[src/shared/sia_map.svh]
`ifndef SIA_MAP_SVH
`define SIA_MAP_SVH

// ----------------------------------------------------------------
// Register offsets (byte addresses)
// ----------------------------------------------------------------
`define SIA_ADR_STATUS    8'h00
`define SIA_ADR_ENABLE    8'h04
`define SIA_ADR_CFG       8'h08
`define SIA_ADR_TS        8'h0C
`define SIA_ADR_SWE_MASK  8'h10
`define SIA_ADR_SWE_PEND  8'h14
`define SIA_ADR_BM_MASK   8'h18
`define SIA_ADR_BM_PEND   8'h1C
`define SIA_ADR_MAC_MASK  8'h20
`define SIA_ADR_MAC_PEND  8'h24

// ----------------------------------------------------------------
// Top status / enable bit positions
// ----------------------------------------------------------------
`define SIA_BIT_SW        31
`define SIA_BIT_READY     30
`define SIA_BIT_TS        29
`define SIA_BIT_SWITCH    28
`define SIA_BIT_PHY2      27
`define SIA_BIT_PHY1      26
`define SIA_BIT_TIMER     19
`define SIA_BIT_PIN       12

// ----------------------------------------------------------------
// Configuration fields
// ----------------------------------------------------------------
`define SIA_CFG_OD        0
`define SIA_CFG_POL       4
`define SIA_CFG_EN        8
`define SIA_CFG_ASSERTED  12
`define SIA_CFG_HOLDOFF   13
`define SIA_CFG_DEAS_LSB  24
`define SIA_CFG_DEAS_W    8
`define SIA_TS_W          9
`define SIA_TS_EN_LSB     16
`define SIA_SWE_W         5
`define SIA_BM_W          2

// ----------------------------------------------------------------
// Reset values and timing
// ----------------------------------------------------------------
`define SIA_RST_READY     1'b1
`define SIA_RST_POL       1'b0
`define SIA_TICK_NS       10000
`define SIA_CLK_NS        5
`define SIA_TICK_CYC      ((`SIA_TICK_NS + `SIA_CLK_NS - 1) / `SIA_CLK_NS)
`define SIA_TICK_W        11

`endif

[src/shared/sia_pkg.sv]
`include "sia_map.svh"
package sia_pkg;

  // Wishbone request and answer carriers
  typedef struct packed {
    logic        cyc;
    logic        stb;
    logic        we;
    logic [7:0]  adr;
    logic [3:0]  sel;
    logic [31:0] dat;
  } sia_wb_req_t;

  typedef struct packed {
    logic        ack;
    logic [31:0] dat;
  } sia_wb_rsp_t;

  // Output line phases, Gray coded along idle->asserted->holdoff
  typedef enum logic [1:0] {
    SIA_IDLE     = 2'b00,
    SIA_ASSERTED = 2'b01,
    SIA_HOLDOFF  = 2'b11
  } sia_line_t;

  typedef struct packed {
    logic                      ack;
    logic [31:0]               rdata;
    logic                      sw_sts;
    logic                      ready_sts;
    logic                      timer_sts;
    logic [31:0]               top_en;
    logic                      irq_en;
    logic                      irq_pol;
    logic                      irq_od;
    logic [`SIA_CFG_DEAS_W-1:0] deas;
    logic [`SIA_TS_W-1:0]      ts_sts;
    logic [`SIA_TS_W-1:0]      ts_en;
    logic [`SIA_SWE_W-1:0]     swe_mask;
    logic [`SIA_BM_W-1:0]      bm_mask;
    logic [`SIA_BM_W-1:0]      bm_pend;
    sia_line_t                 line;
    logic [`SIA_CFG_DEAS_W-1:0] deas_cnt;
    logic [`SIA_TICK_W-1:0]    tick_cnt;
    logic                      pin;
    logic                      pin_oe;
  } sia_state_t;

endpackage

[src/hdl/sia_top.sv]
`timescale 1ns/10ps
`include "sia_map.svh"
module sia_top (
  input  wire logic                 clk_i,
  input  wire logic                 rst_i,
  input  wire sia_pkg::sia_wb_req_t wb_req_i,
  output sia_pkg::sia_wb_rsp_t      wb_rsp_o,
  input  wire logic [8:0]           ts_event_i,
  input  wire logic [1:0]           bm_event_i,
  input  wire logic                 swe_irq_i,
  input  wire logic [1:0]           phy_irq_i,
  input  wire logic                 pin_irq_i,
  input  wire logic                 timer_wrap_i,
  output logic                      irq_o,
  output logic                      irq_oe_o
);
  import sia_pkg::*;

  localparam logic [`SIA_TICK_W-1:0] TICK_LAST =
    `SIA_TICK_W'(`SIA_TICK_CYC - 1);

  sia_state_t r;
  sia_state_t next_r;

  // ----------------------------------------------------------------
  // Bus decode
  // ----------------------------------------------------------------
  logic        bus_hit;
  logic        wr;
  logic [31:0] wmask;
  logic [31:0] wdat;
  logic [31:0] clr;

  // Request taken on the first cycle only, ack answers next cycle
  assign bus_hit = wb_req_i.cyc & wb_req_i.stb & ~r.ack;
  assign wr      = bus_hit & wb_req_i.we;
  assign wmask   = {{8{wb_req_i.sel[3]}}, {8{wb_req_i.sel[2]}},
                    {8{wb_req_i.sel[1]}}, {8{wb_req_i.sel[0]}}};
  assign wdat    = wb_req_i.dat & wmask;
  assign clr     = wdat;

  // ----------------------------------------------------------------
  // Derived sources
  // ----------------------------------------------------------------
  logic [`SIA_SWE_W-1:0] swe_pend;
  logic [31:0]           status;
  logic                  any_src;
  logic                  want;
  logic                  deas_zero;

  // Switch middle tier: buffer manager, engine, MACs never pending
  always_comb begin
    swe_pend    = '0;
    swe_pend[0] = |(r.bm_pend & r.bm_mask);
    swe_pend[1] = swe_irq_i;
  end                                             // bits 4:2

  // Top status word, cascaded bits only mirror lower tiers
  always_comb begin
    status                  = '0;
    status[`SIA_BIT_SW]     = r.sw_sts;
    status[`SIA_BIT_READY]  = r.ready_sts;
    status[`SIA_BIT_TIMER]  = r.timer_sts;
    status[`SIA_BIT_TS]     = |(r.ts_sts & r.ts_en);
    status[`SIA_BIT_SWITCH] = |(swe_pend & r.swe_mask);
    status[`SIA_BIT_PHY2]   = phy_irq_i[1];
    status[`SIA_BIT_PHY1]   = phy_irq_i[0];
    status[`SIA_BIT_PIN]    = pin_irq_i;
  end

  // Each source gated by its own enable, all merged into one line
  assign any_src   = |(status & r.top_en);
  assign want      = r.irq_en & any_src;
  assign deas_zero = (r.deas == '0);

  // ----------------------------------------------------------------
  // Next state
  // ----------------------------------------------------------------
  always_comb begin
    next_r       = r;
    next_r.ack   = bus_hit;
    next_r.rdata = '0;

    // Read mux; unmapped and reserved words answer zero
    if (bus_hit && !wb_req_i.we) begin
      case (wb_req_i.adr)
        `SIA_ADR_STATUS:   next_r.rdata = status;
        `SIA_ADR_ENABLE:   next_r.rdata = r.top_en;
        `SIA_ADR_CFG: begin
          next_r.rdata[`SIA_CFG_OD]       = r.irq_od;
          next_r.rdata[`SIA_CFG_POL]      = r.irq_pol;
          next_r.rdata[`SIA_CFG_EN]       = r.irq_en;
          next_r.rdata[`SIA_CFG_ASSERTED] = (r.line == SIA_ASSERTED);
          next_r.rdata[`SIA_CFG_HOLDOFF]  = (r.line == SIA_HOLDOFF);
          next_r.rdata[`SIA_CFG_DEAS_LSB +: `SIA_CFG_DEAS_W] = r.deas;
        end
        `SIA_ADR_TS: begin
          next_r.rdata[`SIA_TS_W-1:0] = r.ts_sts;
          next_r.rdata[`SIA_TS_EN_LSB +: `SIA_TS_W] = r.ts_en;
        end
        `SIA_ADR_SWE_MASK: next_r.rdata[`SIA_SWE_W-1:0] = r.swe_mask;
        `SIA_ADR_SWE_PEND: next_r.rdata[`SIA_SWE_W-1:0] = swe_pend;
        `SIA_ADR_BM_MASK:  next_r.rdata[`SIA_BM_W-1:0] = r.bm_mask;
        `SIA_ADR_BM_PEND:  next_r.rdata[`SIA_BM_W-1:0] = r.bm_pend;
        default:           next_r.rdata = '0;     // MAC words
      endcase
    end

    // Writes: plain stores and write-one-to-clear flags
    if (wr) begin
      case (wb_req_i.adr)
        `SIA_ADR_STATUS: begin
          if (clr[`SIA_BIT_SW])    next_r.sw_sts    = 1'b0;
          if (clr[`SIA_BIT_READY]) next_r.ready_sts = 1'b0;
          if (clr[`SIA_BIT_TIMER]) next_r.timer_sts = 1'b0;
        end
        `SIA_ADR_ENABLE: begin
          next_r.top_en = (r.top_en & ~wmask) | wdat;
        end
        `SIA_ADR_CFG: begin
          if (wb_req_i.sel[0]) begin
            next_r.irq_od  = wb_req_i.dat[`SIA_CFG_OD];
            next_r.irq_pol = wb_req_i.dat[`SIA_CFG_POL];
          end
          if (wb_req_i.sel[1])
            next_r.irq_en = wb_req_i.dat[`SIA_CFG_EN];
          if (wb_req_i.sel[3])
            next_r.deas =
              wb_req_i.dat[`SIA_CFG_DEAS_LSB +: `SIA_CFG_DEAS_W];
        end
        `SIA_ADR_TS: begin
          next_r.ts_sts = r.ts_sts & ~clr[`SIA_TS_W-1:0];
          if (wb_req_i.sel[2])
            next_r.ts_en = wb_req_i.dat[`SIA_TS_EN_LSB +: `SIA_TS_W];
        end
        `SIA_ADR_SWE_MASK: begin
          if (wb_req_i.sel[0])
            next_r.swe_mask = wb_req_i.dat[`SIA_SWE_W-1:0];
        end
        `SIA_ADR_BM_MASK: begin
          if (wb_req_i.sel[0])
            next_r.bm_mask = wb_req_i.dat[`SIA_BM_W-1:0];
        end
        `SIA_ADR_BM_PEND: begin
          next_r.bm_pend = r.bm_pend & ~clr[`SIA_BM_W-1:0];
        end
        default: begin
          next_r.top_en = next_r.top_en;          // Reserved: ignored
        end
      endcase
    end

    // Hardware sets come after clears so a same-cycle event wins
    next_r.ts_sts  = next_r.ts_sts | ts_event_i;
    next_r.bm_pend = next_r.bm_pend | bm_event_i;
    if (timer_wrap_i)
      next_r.timer_sts = 1'b1;
    if (next_r.top_en[`SIA_BIT_SW] && !r.top_en[`SIA_BIT_SW])
      next_r.sw_sts = 1'b1;

    // Line phases; a drop of the line starts the holdoff unless the interval is zero
    next_r.tick_cnt = '0;
    case (r.line)
      SIA_IDLE: begin
        if (want)
          next_r.line = SIA_ASSERTED;
      end
      SIA_ASSERTED: begin
        if (!want) begin
          if (deas_zero) begin
            next_r.line = SIA_IDLE;
          end else begin
            next_r.line     = SIA_HOLDOFF;
            next_r.deas_cnt = r.deas;
          end
        end
      end
      SIA_HOLDOFF: begin
        // Ticks of fixed length; one tick per interval unit
        if (r.tick_cnt == TICK_LAST) begin
          next_r.tick_cnt = '0;
          next_r.deas_cnt = r.deas_cnt - 1'b1;
          if (r.deas_cnt == 8'h01)
            next_r.line = SIA_IDLE;
        end else begin
          next_r.tick_cnt = r.tick_cnt + 1'b1;
        end
      end
      default: begin
        next_r.line = SIA_IDLE;
      end
    endcase

    // Pin drive: open-drain pulls only while active, push-pull always
    if (next_r.irq_od) begin
      next_r.pin    = 1'b0;
      next_r.pin_oe = (next_r.line == SIA_ASSERTED);
    end else begin
      next_r.pin    = (next_r.line == SIA_ASSERTED) ~^ next_r.irq_pol;
      next_r.pin_oe = 1'b1;
    end
  end

  // ----------------------------------------------------------------
  // State register
  // ----------------------------------------------------------------
  // Ready flag comes up set: registers are usable right after reset
  always_ff @(posedge clk_i) begin
    if (rst_i) begin
      r           <= '0;
      r.ready_sts <= `SIA_RST_READY;
      r.irq_pol   <= `SIA_RST_POL;
      r.line      <= SIA_IDLE;
      r.pin       <= ~`SIA_RST_POL;
      r.pin_oe    <= 1'b1;
    end else begin
      r <= next_r;
    end
  end

  assign wb_rsp_o.ack = r.ack;
  assign wb_rsp_o.dat = r.rdata;
  assign irq_o        = r.pin;
  assign irq_oe_o     = r.pin_oe;

endmodule // sia_top

[config.mk]
export PLATFORM = sky130hd
export DESIGN_NAME = sia_top
export DESIGN_NICKNAME = d
export VERILOG_FILES = /design/src/shared/sia_pkg.sv /design/src/hdl/sia_top.sv
export VERILOG_INCLUDE_DIRS = /design/src /design/src/shared
export SDC_FILE = /design/constraint.sdc
export NUM_CORES = 1
export LEC_CHECK = 0
export BUFFER_PORTS_ARGS = -buffer_cell sky130_fd_sc_hd__buf_2
export CAP_MARGIN = 20
export CELL_PAD_IN_SITES_DETAIL_PLACEMENT = 1
export CELL_PAD_IN_SITES_GLOBAL_PLACEMENT = 1
export CORE_MARGIN = 2
export CORE_UTILIZATION = 42
export DETAILED_ROUTE_END_ITERATION = 7
export PLACE_DENSITY_LB_ADDON = 0.1
export SETUP_SLACK_MARGIN = 0.5
export SYNTH_ARGS = -nofsm -noshare
export SYNTH_HDL_FRONTEND = slang
export SYNTH_SLANG_ARGS = --single-unit
[constraint.sdc]
create_clock -name clk_i -period 2.4 [get_ports clk_i]
set_input_delay 0.72 -clock clk_i [delete_from_list [all_inputs] [get_ports clk_i]]
set_output_delay 0.72 -clock clk_i [all_outputs]
set_load 0.03 [all_outputs]
Word-level counts from Yosys, hierarchy flattened
Index checks and enable logic that the tools add are counted.
- register bits: 129
- bits in latches: 0
- memory bits (writable): 0
- ROM bits: 0
- bits of input ports: 65
- output and inout port bits: 35
- logic and storage cells: 133
- memories kept: 0
- add/sub/neg operators: 2
- $mul: 0
- divide/modulo/power cells: 0
- order comparisons: 0
- equality and inequality tests: 15
- shift operators: 0
- mux-type cells: 38
- bitwise logic cells: 24
- reductions and logical operators: 32
- operators by type and width (kind ; count):
    $and A32 B32 Y32 ; 3
    $mux W73 ; 1
    $eq A8 B5 Y1 const B ; 4
    $mux W32 ; 1
    $not A32 Y32 ; 1
    $or A32 B32 Y32 ; 1
    $reduce_or A32 Y1 ; 1
    $pmux W8 S3 ; 1
    $reduce_and A3 Y1 ; 8
    $pmux W7 S3 ; 1
    $mux W10 ; 2
    $and A9 B9 Y9 ; 2
    $mux W18 ; 1
    $pmux W2 S3 ; 3
    $eq A8 B4 Y1 const B ; 2
    $logic_not A8 Y1 ; 2
    $mux W2 ; 8
    $mux W8 ; 2
    $pmux W8 S2 ; 1
    $reduce_bool A2 Y1 ; 7
    $add A11 B1 Y11 const B ; 1
    $eq A11 B11 Y1 const B ; 1
    $mux W11 ; 1
    $mux W5 ; 2
    other kinds (33) ; 54

Logic depth before layout (Yosys ltp)
Gate-level depths: netlist (run 1).
- depth in word-level cells: 12
- depth in mapped cells: 8
- mapped depth without buffers: 7

Worst setup path before layout (run 1)
No wires, ideal clock.
- kind: input port to flip-flop
- start point: input wb_req_i[41] (netlist bit)
- end point: register (tool-made name)
- data arrival time: 2087 ps
- required time: 2272 ps
- path slack: 185 ps
- stages: 7
- path buffers: 1
- path through: nor4_4 -> nand3_2 -> buf_6 -> or2_4 -> nor2_8 -> mux2i_1 -> nor2_1
- RTL lines (what ; line ; text):
    from (decl) ; sia_top.sv:6 ; input wire sia_pkg::sia_wb_req_t wb_req_i,

==> results of run 1 <==
-- cell usage after synthesis, drive strengths merged (2+ instances only) --
cell type	n	area share (%)
and3	7	0.79
nor4b	2	0.54
o21ai	7	0.63
or3	4	0.45
and2	5	0.56
o211ai	7	0.94
ha	3	0.67
a21oi	34	3.1
mux2i	76	14
a31oi	3	0.34
nor3b	2	0.27
a22oi	11	1.5
nand2	30	2.0
a2bb2oi	2	0.31
nor3	8	0.81
buf	43	5.5
or4	2	0.27
a22o	3	0.47
xor2	9	1.4
xnor2	6	0.94
nor2	132	9.6
a221oi	4	0.63
or2	2	0.27
clkbuf	16	1.1
a222oi	5	0.90
nand3	19	1.8
dfxtp	129	46
nand4	5	0.56
inv	7	0.47
nor4	3	0.88
-- critical path, stage by stage --
cell and delay [ns]:
buf_6 0.10, nor4_4 0.31, buf_4 0.17, nand3_4 0.08, or2_4 0.33, nor2_8 0.22
mux2i_1 0.30, nor2_1 0.09
-- routing by layer --
layer  vias to the layer above  track usage, %
met1                      2303           29.86
met4                         0           7.738
met5                         -               0
met3                        27           6.082
met2                       113           39.76
li1                       2269               -
-- what timing repair did --
| action | in CTS | in global routing |
|---|---|---|
| pin swaps | 11 | 40 |
| setup buffers | 10 | 7 |
| cloned | 1 | 1 |
| setup endpoints to repair | 29 | 88 |
| resized for setup | 21 | 54 |
| hold endpoints to repair | 0 | 0 |
-- kinds of logic (layout without fill, tap and decap cells) --
| kind of cell | after synthesis | after routing | synth area share [%] |
|---|---|---|---|
| buf+inv | 66 | 184 | 7.005 |
| simple gates | 227 | 227 | 19.71 |
| fa+ha+maj | 3 | 3 | 0.6736 |
| compound gates | 83 | 83 | 9.857 |
| mux | 77 | 77 | 14.05 |
| flops | 129 | 129 | 46.34 |
| xor+xnor | 15 | 15 | 2.358 |
-- final cells by class --
class	count	area [um2]	share of cell area (%)
sequential	129	2585	35.36
inverter	7	26.28	0.3595
clock buffer	23	488.0	6.676
tap	176	220.2	3.013
multi-input combinational	405	2872	39.28
clock inverter	9	105.1	1.438
timing repair buffer	145	1013	13.87
-- how the worst max path moves through the flow --
stage | from | end | slack, ns | cells after the start
after global routing | r[42] | r[15] | 0.28 | 7
after global placement | wb_req_i[42] | wb_rsp_o[0] | -0.0007 | 8
after detailed placement | wb_req_i[42] | r[35] | -0.02 | 9
after CTS | wb_req_i[41] | flop | 0.45 | 8
final | wb_req_i[40] | flop | 0.37 | 8
after floorplan | wb_req_i[42] | flop | 0.22 | 7
-- power by group through the flow --
stage | Combinational [mW] | Clock (mW) | Sequential, mW
2_1_floorplan | 0.0775 | 0 | 2.21
3_3_place_gp | 0.184 | 0 | 2.22
3_5_place_dp | 0.187 | 0 | 2.22
4_1_cts | 0.198 | 2.61 | 2.18
5_1_grt | 0.229 | 2.70 | 2.18
6_report | 0.213 | 2.57 | 2.18
-- stage by stage --
step / TNS, ns / utilization (%) / setup slack (ns) / power [mW] / instance area [um2]
after floorplan: 0 / - / 0.2211 / 2.290 / 5625
after global placement: -0.0007079 / 47.47 / -0.0007079 / 2.404 / 6211
after detailed placement: -0.01651 / 47.47 / -0.01651 / 2.408 / 6211
after CTS: 0 / 53.35 / 0.4505 / 4.980 / 6980
after global routing: 0 / 55.86 / 0.2823 / 5.109 / 7310
final: 0 / 55.86 / 0.3659 / 4.958 / 7310
==> summary.md, run 1 <==
| Metric | Value |
|---|---|
| IO Pins | `100` |
| Seq/Total Area, Yosys | `46.34%` |
| Routability Congestion | `0.8189` |
| Via count | `4712` |
| Period minus WS final | `2.034 ns` |
| Final hold viol count | `0` |
| Post-synthesis cell type count | `54` |
| Hold path depth | `1` |
| Leak | `2.877 nW` |
| Die Y | `119.2 um` |
| Setup slack, reg-to-reg | `0.44 ns` |
| Critical Path AT | `2.32 ns` |
| Post-synth EDFFs | `0` |
| CTS tree | `yes` |
| Core footprint | `13090 um2` |
| Net count after synthesis | `668` |
| Sw Share | `21.79%` |
| Root Buffer | `clkbuf_16` |
| Global Route Usage Sum | `23.75%` |
| Crit-path max FO | `8` |
| DR vias/cell | `5.271` |
| Clock power share | `51.8%` |
| Worst-path clk slew | `0.05 ns` |
| Final std cells w/o fill | `894` |
| # DRC | `0` |
| # diodes | `0` |
| Top Metal Used | `met4` |
| Reg2reg path depth | `7` |
| Max Fclk | `491.6 MHz` |
| Hold crit path type | `flop to flop` |
| Status | `complete, no violations` |
| Mapped Cells | `600` |
| WL met2 | `8.381 mm` |
| DP HPWL | `11.30 mm` |
| Initial core utilization | `42.59%` |
| Combinational fraction of design power | `4.3%` |
| Total gr overflow | `0` |
| Net Switching | `1.080 mW` |
| Asr flop ratio synth | `0%` |
| Post-synthesis cell area | `5573 um2` |
| Ys flop type | `dfxtp_1` |
| Clock sinks | `129` |
| Internal cell power | `3.878 mW` |
| WHS | `0.4463 ns` |
| Crit end category | `flop` |
| Area grow syn2layout | `31.16%` |
| Total Wirelength | `16.77 mm` |
| Nets | `773` |
| Syn avg cell area | `9.288 um2` |
| Number of synthesis warnings | `0` |
| TritonRoute pass-1 iters | `5` |
| VDD IR max | `0.0004175 V` |
| Pwr/cell area | `678.3 nW/um2` |
| First-pass GRT wire length | `26.11 mm` |
| Vias in the first global route | `4914` |
| Most common cell after layout, fill and taps aside | `dfxtp_1` |
| Initial antenna violation count | `0` |
| Fin crit share | `84.75%` |
| Chip Width | `119.2 um` |
| Num rows | `42` |
| Slew Viols, Final | `0` |
| CP startpoint kind | `input pin` |
| Share of cells above drive strength 1 | `32.45%` |
| Flop pwr share | `43.9%` |
| Post-route ant nets | `0` |
| Total CTS buffers | `17` |
| RSZ-0062 raised after global routing | `yes` |
| Hold-critical path endpoint | `r[2]` |
| Die area | `14210 um2` |
| Clock Path Buffers | `2` |
| Worst Skew | `0.005398 ns` |
| Number of synthesized register bits | `129` |
| H-tree depth | `4` |
| Setup violators final | `0` |
| Metal3 WL | `713 um` |
| Min-delay src | `r[2]` |
| Worst EP required | `2.69 ns` |
| MaxCap Viol Count | `0` |
| Max-slew headroom at the worst pin | `67.91%` |
| Fillers | `1490` |
| Drt first-iter violations | `261` |
| Clk Latency, worst-skew pair | `0.42 ns` |
| Routed met1 length | `7.332 mm` |
| Worst-margin pin slew | `0.4813 ns` |
| Drt wl/cell | `18.76 um` |
| Crit path kind | `input pin to flop` |
| Hold Buf Count CTS | `0` |
| Most frequent cells in the layout | `dfxtp_1, nor2_1, buf_2` |
| R2R Path End | `r[15]` |
| Total placed cells including tap cells | `843` |
| IO buf count | `99` |
| Largest net degree at the start of global routing | `87` |
| Reg-to-reg critical path startpoint | `r[42]` |
Power figures use the tool's default switching activity.
==> inputs of run 2 (changes only) <==
==> constraint.sdc (replaced) <==
create_clock -name clk_i -period 2 [get_ports clk_i]
set_input_delay 0.6 -clock clk_i [delete_from_list [all_inputs] [get_ports clk_i]]
set_output_delay 0.6 -clock clk_i [all_outputs]
set_load 0.03 [all_outputs]
==> run 2 against run 1 <==
The flow now finishes with violations (negative setup slack). Largest cell class unchanged. Worst setup slack got worse by 0.58 ns. Critical path depth unchanged. Routed wire length increased by 25%. Sequential share of layout area decreased by 4.4 points. Register-to-register slack got worse by 0.66 ns. Final area increased by 15%. Hold slack got worse by 0.064 ns. Via count increased by 11%.
==> summary.md, run 2 (synthesis gave the netlist of run 1 again) <==
| Metric | Value |
|---|---|
| Status | `finished with violations (was complete, no violations)` |
| Violated checks | `negative setup slack` |
| IO Pins | `100 (unchanged)` |
| CTS tree | `yes (unchanged)` |
| Clk Latency, worst-skew pair | `0.44 ns (was 0.42 ns)` |
| Via count | `5212 (was 4712)` |
| Post-place setup slack | `-0.2238 ns (was -0.01651 ns)` |
| Num rows | `42 (unchanged)` |
| # DRC | `0 (unchanged)` |
| Largest net degree at the start of global routing | `44 (was 87)` |
| Final std cells w/o fill | `929 (was 894)` |
| Core footprint | `13090 um2 (unchanged)` |
| Worst-path clk slew | `0.06 ns (was 0.05 ns)` |
| Hold-critical path endpoint | `r[43] (was r[2])` |
| Crit-path max FO | `3 (was 8)` |
| Fin crit share | `110.8%` |
| Final hold viol count | `0 (unchanged)` |
| Hold path depth | `3 (was 1)` |
| # diodes | `0 (unchanged)` |
| TritonRoute pass-1 iters | `5 (unchanged)` |
| Nets | `808 (was 773)` |
| Root Buffer | `clkbuf_16 (unchanged)` |
| Die area | `14210 um2 (unchanged)` |
| Initial core utilization | `42.59% (unchanged)` |
| VDD IR max | `0.0005870 V (was 0.0004175 V)` |
| Worst-margin pin slew | `0.4947 ns (was 0.4813 ns)` |
| Total Wirelength | `20.94 mm (was 16.77 mm)` |
| Reg2reg path depth | `8 (was 7)` |
| Critical Path AT | `2.53 ns (was 2.32 ns)` |
| Die Y | `119.2 um (unchanged)` |
| Fillers | `1383 (was 1490)` |
| DR vias/cell | `5.610 (was 5.271)` |
| Routability Congestion | `0.8243 (was 0.8189)` |
| Drt first-iter violations | `300 (was 261)` |
| First-pass GRT wire length | `28.91 mm (was 26.11 mm)` |
| Setup violators final | `12 (was 0)` |
| Initial antenna violation count | `0 (unchanged)` |
| Leak | `3.280 nW (was 2.877 nW)` |
| Setup ws final | `-0.2152 ns (was 0.3659 ns)` |
| Reg-to-reg critical path startpoint | `r[33] (was r[42])` |
| H-tree depth | `4 (unchanged)` |
| Slew Viols, Final | `0 (unchanged)` |
| Crit path kind | `flop to flop (was input pin to flop)` |
| Global Route Usage Sum | `26.60% (was 23.75%)` |
| MaxCap Viol Count | `0 (unchanged)` |
| Setup slack, reg-to-reg | `-0.22 ns (was 0.44 ns)` |
| CP startpoint kind | `flop (was input pin)` |
| Pwr/cell area | `780.9 nW/um2 (was 678.3 nW/um2)` |
| Most frequent cells in the layout | `dfxtp_1, nor2_1, mux2i_1 (was dfxtp_1, nor2_1, buf_2)` |
| Post-route ant nets | `0 (unchanged)` |
| Hold crit path type | `input pin to flop (was flop to flop)` |
| Vias in the first global route | `5318 (was 4914)` |
| Critical Path, Cell by Cell | `a222oi_1 -> nand3_1 -> buf_4 -> buf_6 -> o21ai_4 -> a311o_1 -> xor2_1 -> a21oi_1 (was buf_6 -> nor4_4 -> buf_4 -> nand3_4 -> or2_4 -> nor2_8 -> mux2i_1 -> nor2_1)` |
| Util after Layout | `64.13% (was 55.86%)` |
| Period minus WS final | `2.215 ns` |
| Clock Path Buffers | `2 (unchanged)` |
| Total gr overflow | `0 (unchanged)` |
| Total placed cells including tap cells | `857 (was 843)` |
| R2R Path End | `irq_o (was r[15])` |
| Most common cell after layout, fill and taps aside | `dfxtp_1 (unchanged)` |
| DP HPWL | `11.86 mm (was 11.30 mm)` |
| CP max stage cell | `a222oi_1 (was or2_4)` |
| Max-slew headroom at the worst pin | `66.98% (was 67.91%)` |
| Total CTS buffers | `17 (unchanged)` |
| Share of cells above drive strength 1 | `46.61% (was 32.45%)` |
| Worst EP required | `2.32 ns (was 2.69 ns)` |
| Clock sinks | `129 (unchanged)` |
| Slowest stage delay, CP | `0.42 ns (was 0.33 ns)` |
| Chip Width | `119.2 um (unchanged)` |
| RSZ-0062 raised after global routing | `yes (unchanged)` |
| Min-delay src | `ts_event_i[2] (was r[2])` |
| IO buf count | `99 (unchanged)` |
| Worst Skew | `0.01660 ns (was 0.005398 ns)` |
| Crit end category | `flop (unchanged)` |
| Max Fclk | `451.4 MHz` |
| Area grow syn2layout | `50.58% (was 31.16%)` |
| Drt wl/cell | `22.54 um (was 18.76 um)` |
==> run 2: cell count changes in the layout (fill, tap and decap cells not counted), sizes merged <==
cell / delta
buf: +33
bufinv: +4
clkbuf: -4
clkinvlp: -2
a211o: +1
clkinv: +1
inv: +1
or2: +1
==> run 2: layer usage <==
metal | up-vias | share of wire, % | GRT usage [%] | wire [um]
li1 | 2338 | - | - | -
met1 | 2581 | 39 | 31.84 | 8243
met2 | 223 | 51 | 46.55 | 10620
met3 | 70 | 5.3 | 5.412 | 1115
met4 | 0 | 4.6 | 10.64 | 962
met5 | - | 0 | 0 | 0
==> run 2: final cells by class <==
type	instances	area, um2	area share [%]
Tap cell	176	220.2	2.624
Sequential cell	129	2601	31.00
Timing Repair Buffer	178	1604	19.11
Clock buffer	19	452.9	5.397
Clock inverter	13	231.5	2.758
Multi-Input combinational cell	407	3256	38.80
Inverter	7	26.28	0.3131
==> run 2: power breakdown <==
| part | internal (mW) | total [mW] | leakage (nW) | switching (mW) |
|---|---|---|---|---|
| sequential | 2.59 | 2.62 | 1.05 | 0.0274 |
| clock | 2.40 | 3.62 | 0.330 | 1.22 |
| combinational | 0.132 | 0.314 | 1.90 | 0.182 |
==> run 2: worst max-delay path, delay by kind of cell, from the launching register on <==
| kind | cells | cell delay [ns] |
|---|---|---|
| buffers and inverters | 2 | 0.32 |
| AOI/OAI and AO/OA | 4 | 0.99 |
| xor gates and xnor gates | 1 | 0.19 |
| DFF | 1 | 0.35 |
| and+or+nand+nor | 1 | 0.25 |
==> run 2: per-stage QoR <==
step	hold WS, ns	power (mW)	setup TNS [ns]	instance area, um2
6_report	0.3825	6.553	-2.254	8392
5_1_grt	0.4024	6.713	-3.164	8392
4_1_cts	0.3819	6.520	0	7801
3_5_place_dp	0.4447	2.904	-10.42	6464
3_3_place_gp	0.4317	2.898	-8.120	6464
2_1_floorplan	0.4176	2.758	-1.137	5806
==> run 2: worst max path at each step <==
stage | from | to | slack (ns) | cells past startpoint
finish | r[33] | irq_o | -0.22 | 8
global route | r[33] | r[22] | -0.31 | 7
CTS | r[42] | r[16] | 0.06 | 6
detailed placement | wb_req_i[42] | flop | -0.22 | 8
global placement | wb_req_i[42] | flop | -0.19 | 8
floorplan | wb_req_i[42] | flop | -0.06 | 7
==> run 2: what timing repair did <==
item,4_1_cts,5_1_grt
gates cloned,3,1
pin swaps,47,47
buffers inserted,16,20
hold buffers,0,0
gates resized for setup,140,114
endpoints found under the setup margin,156,149
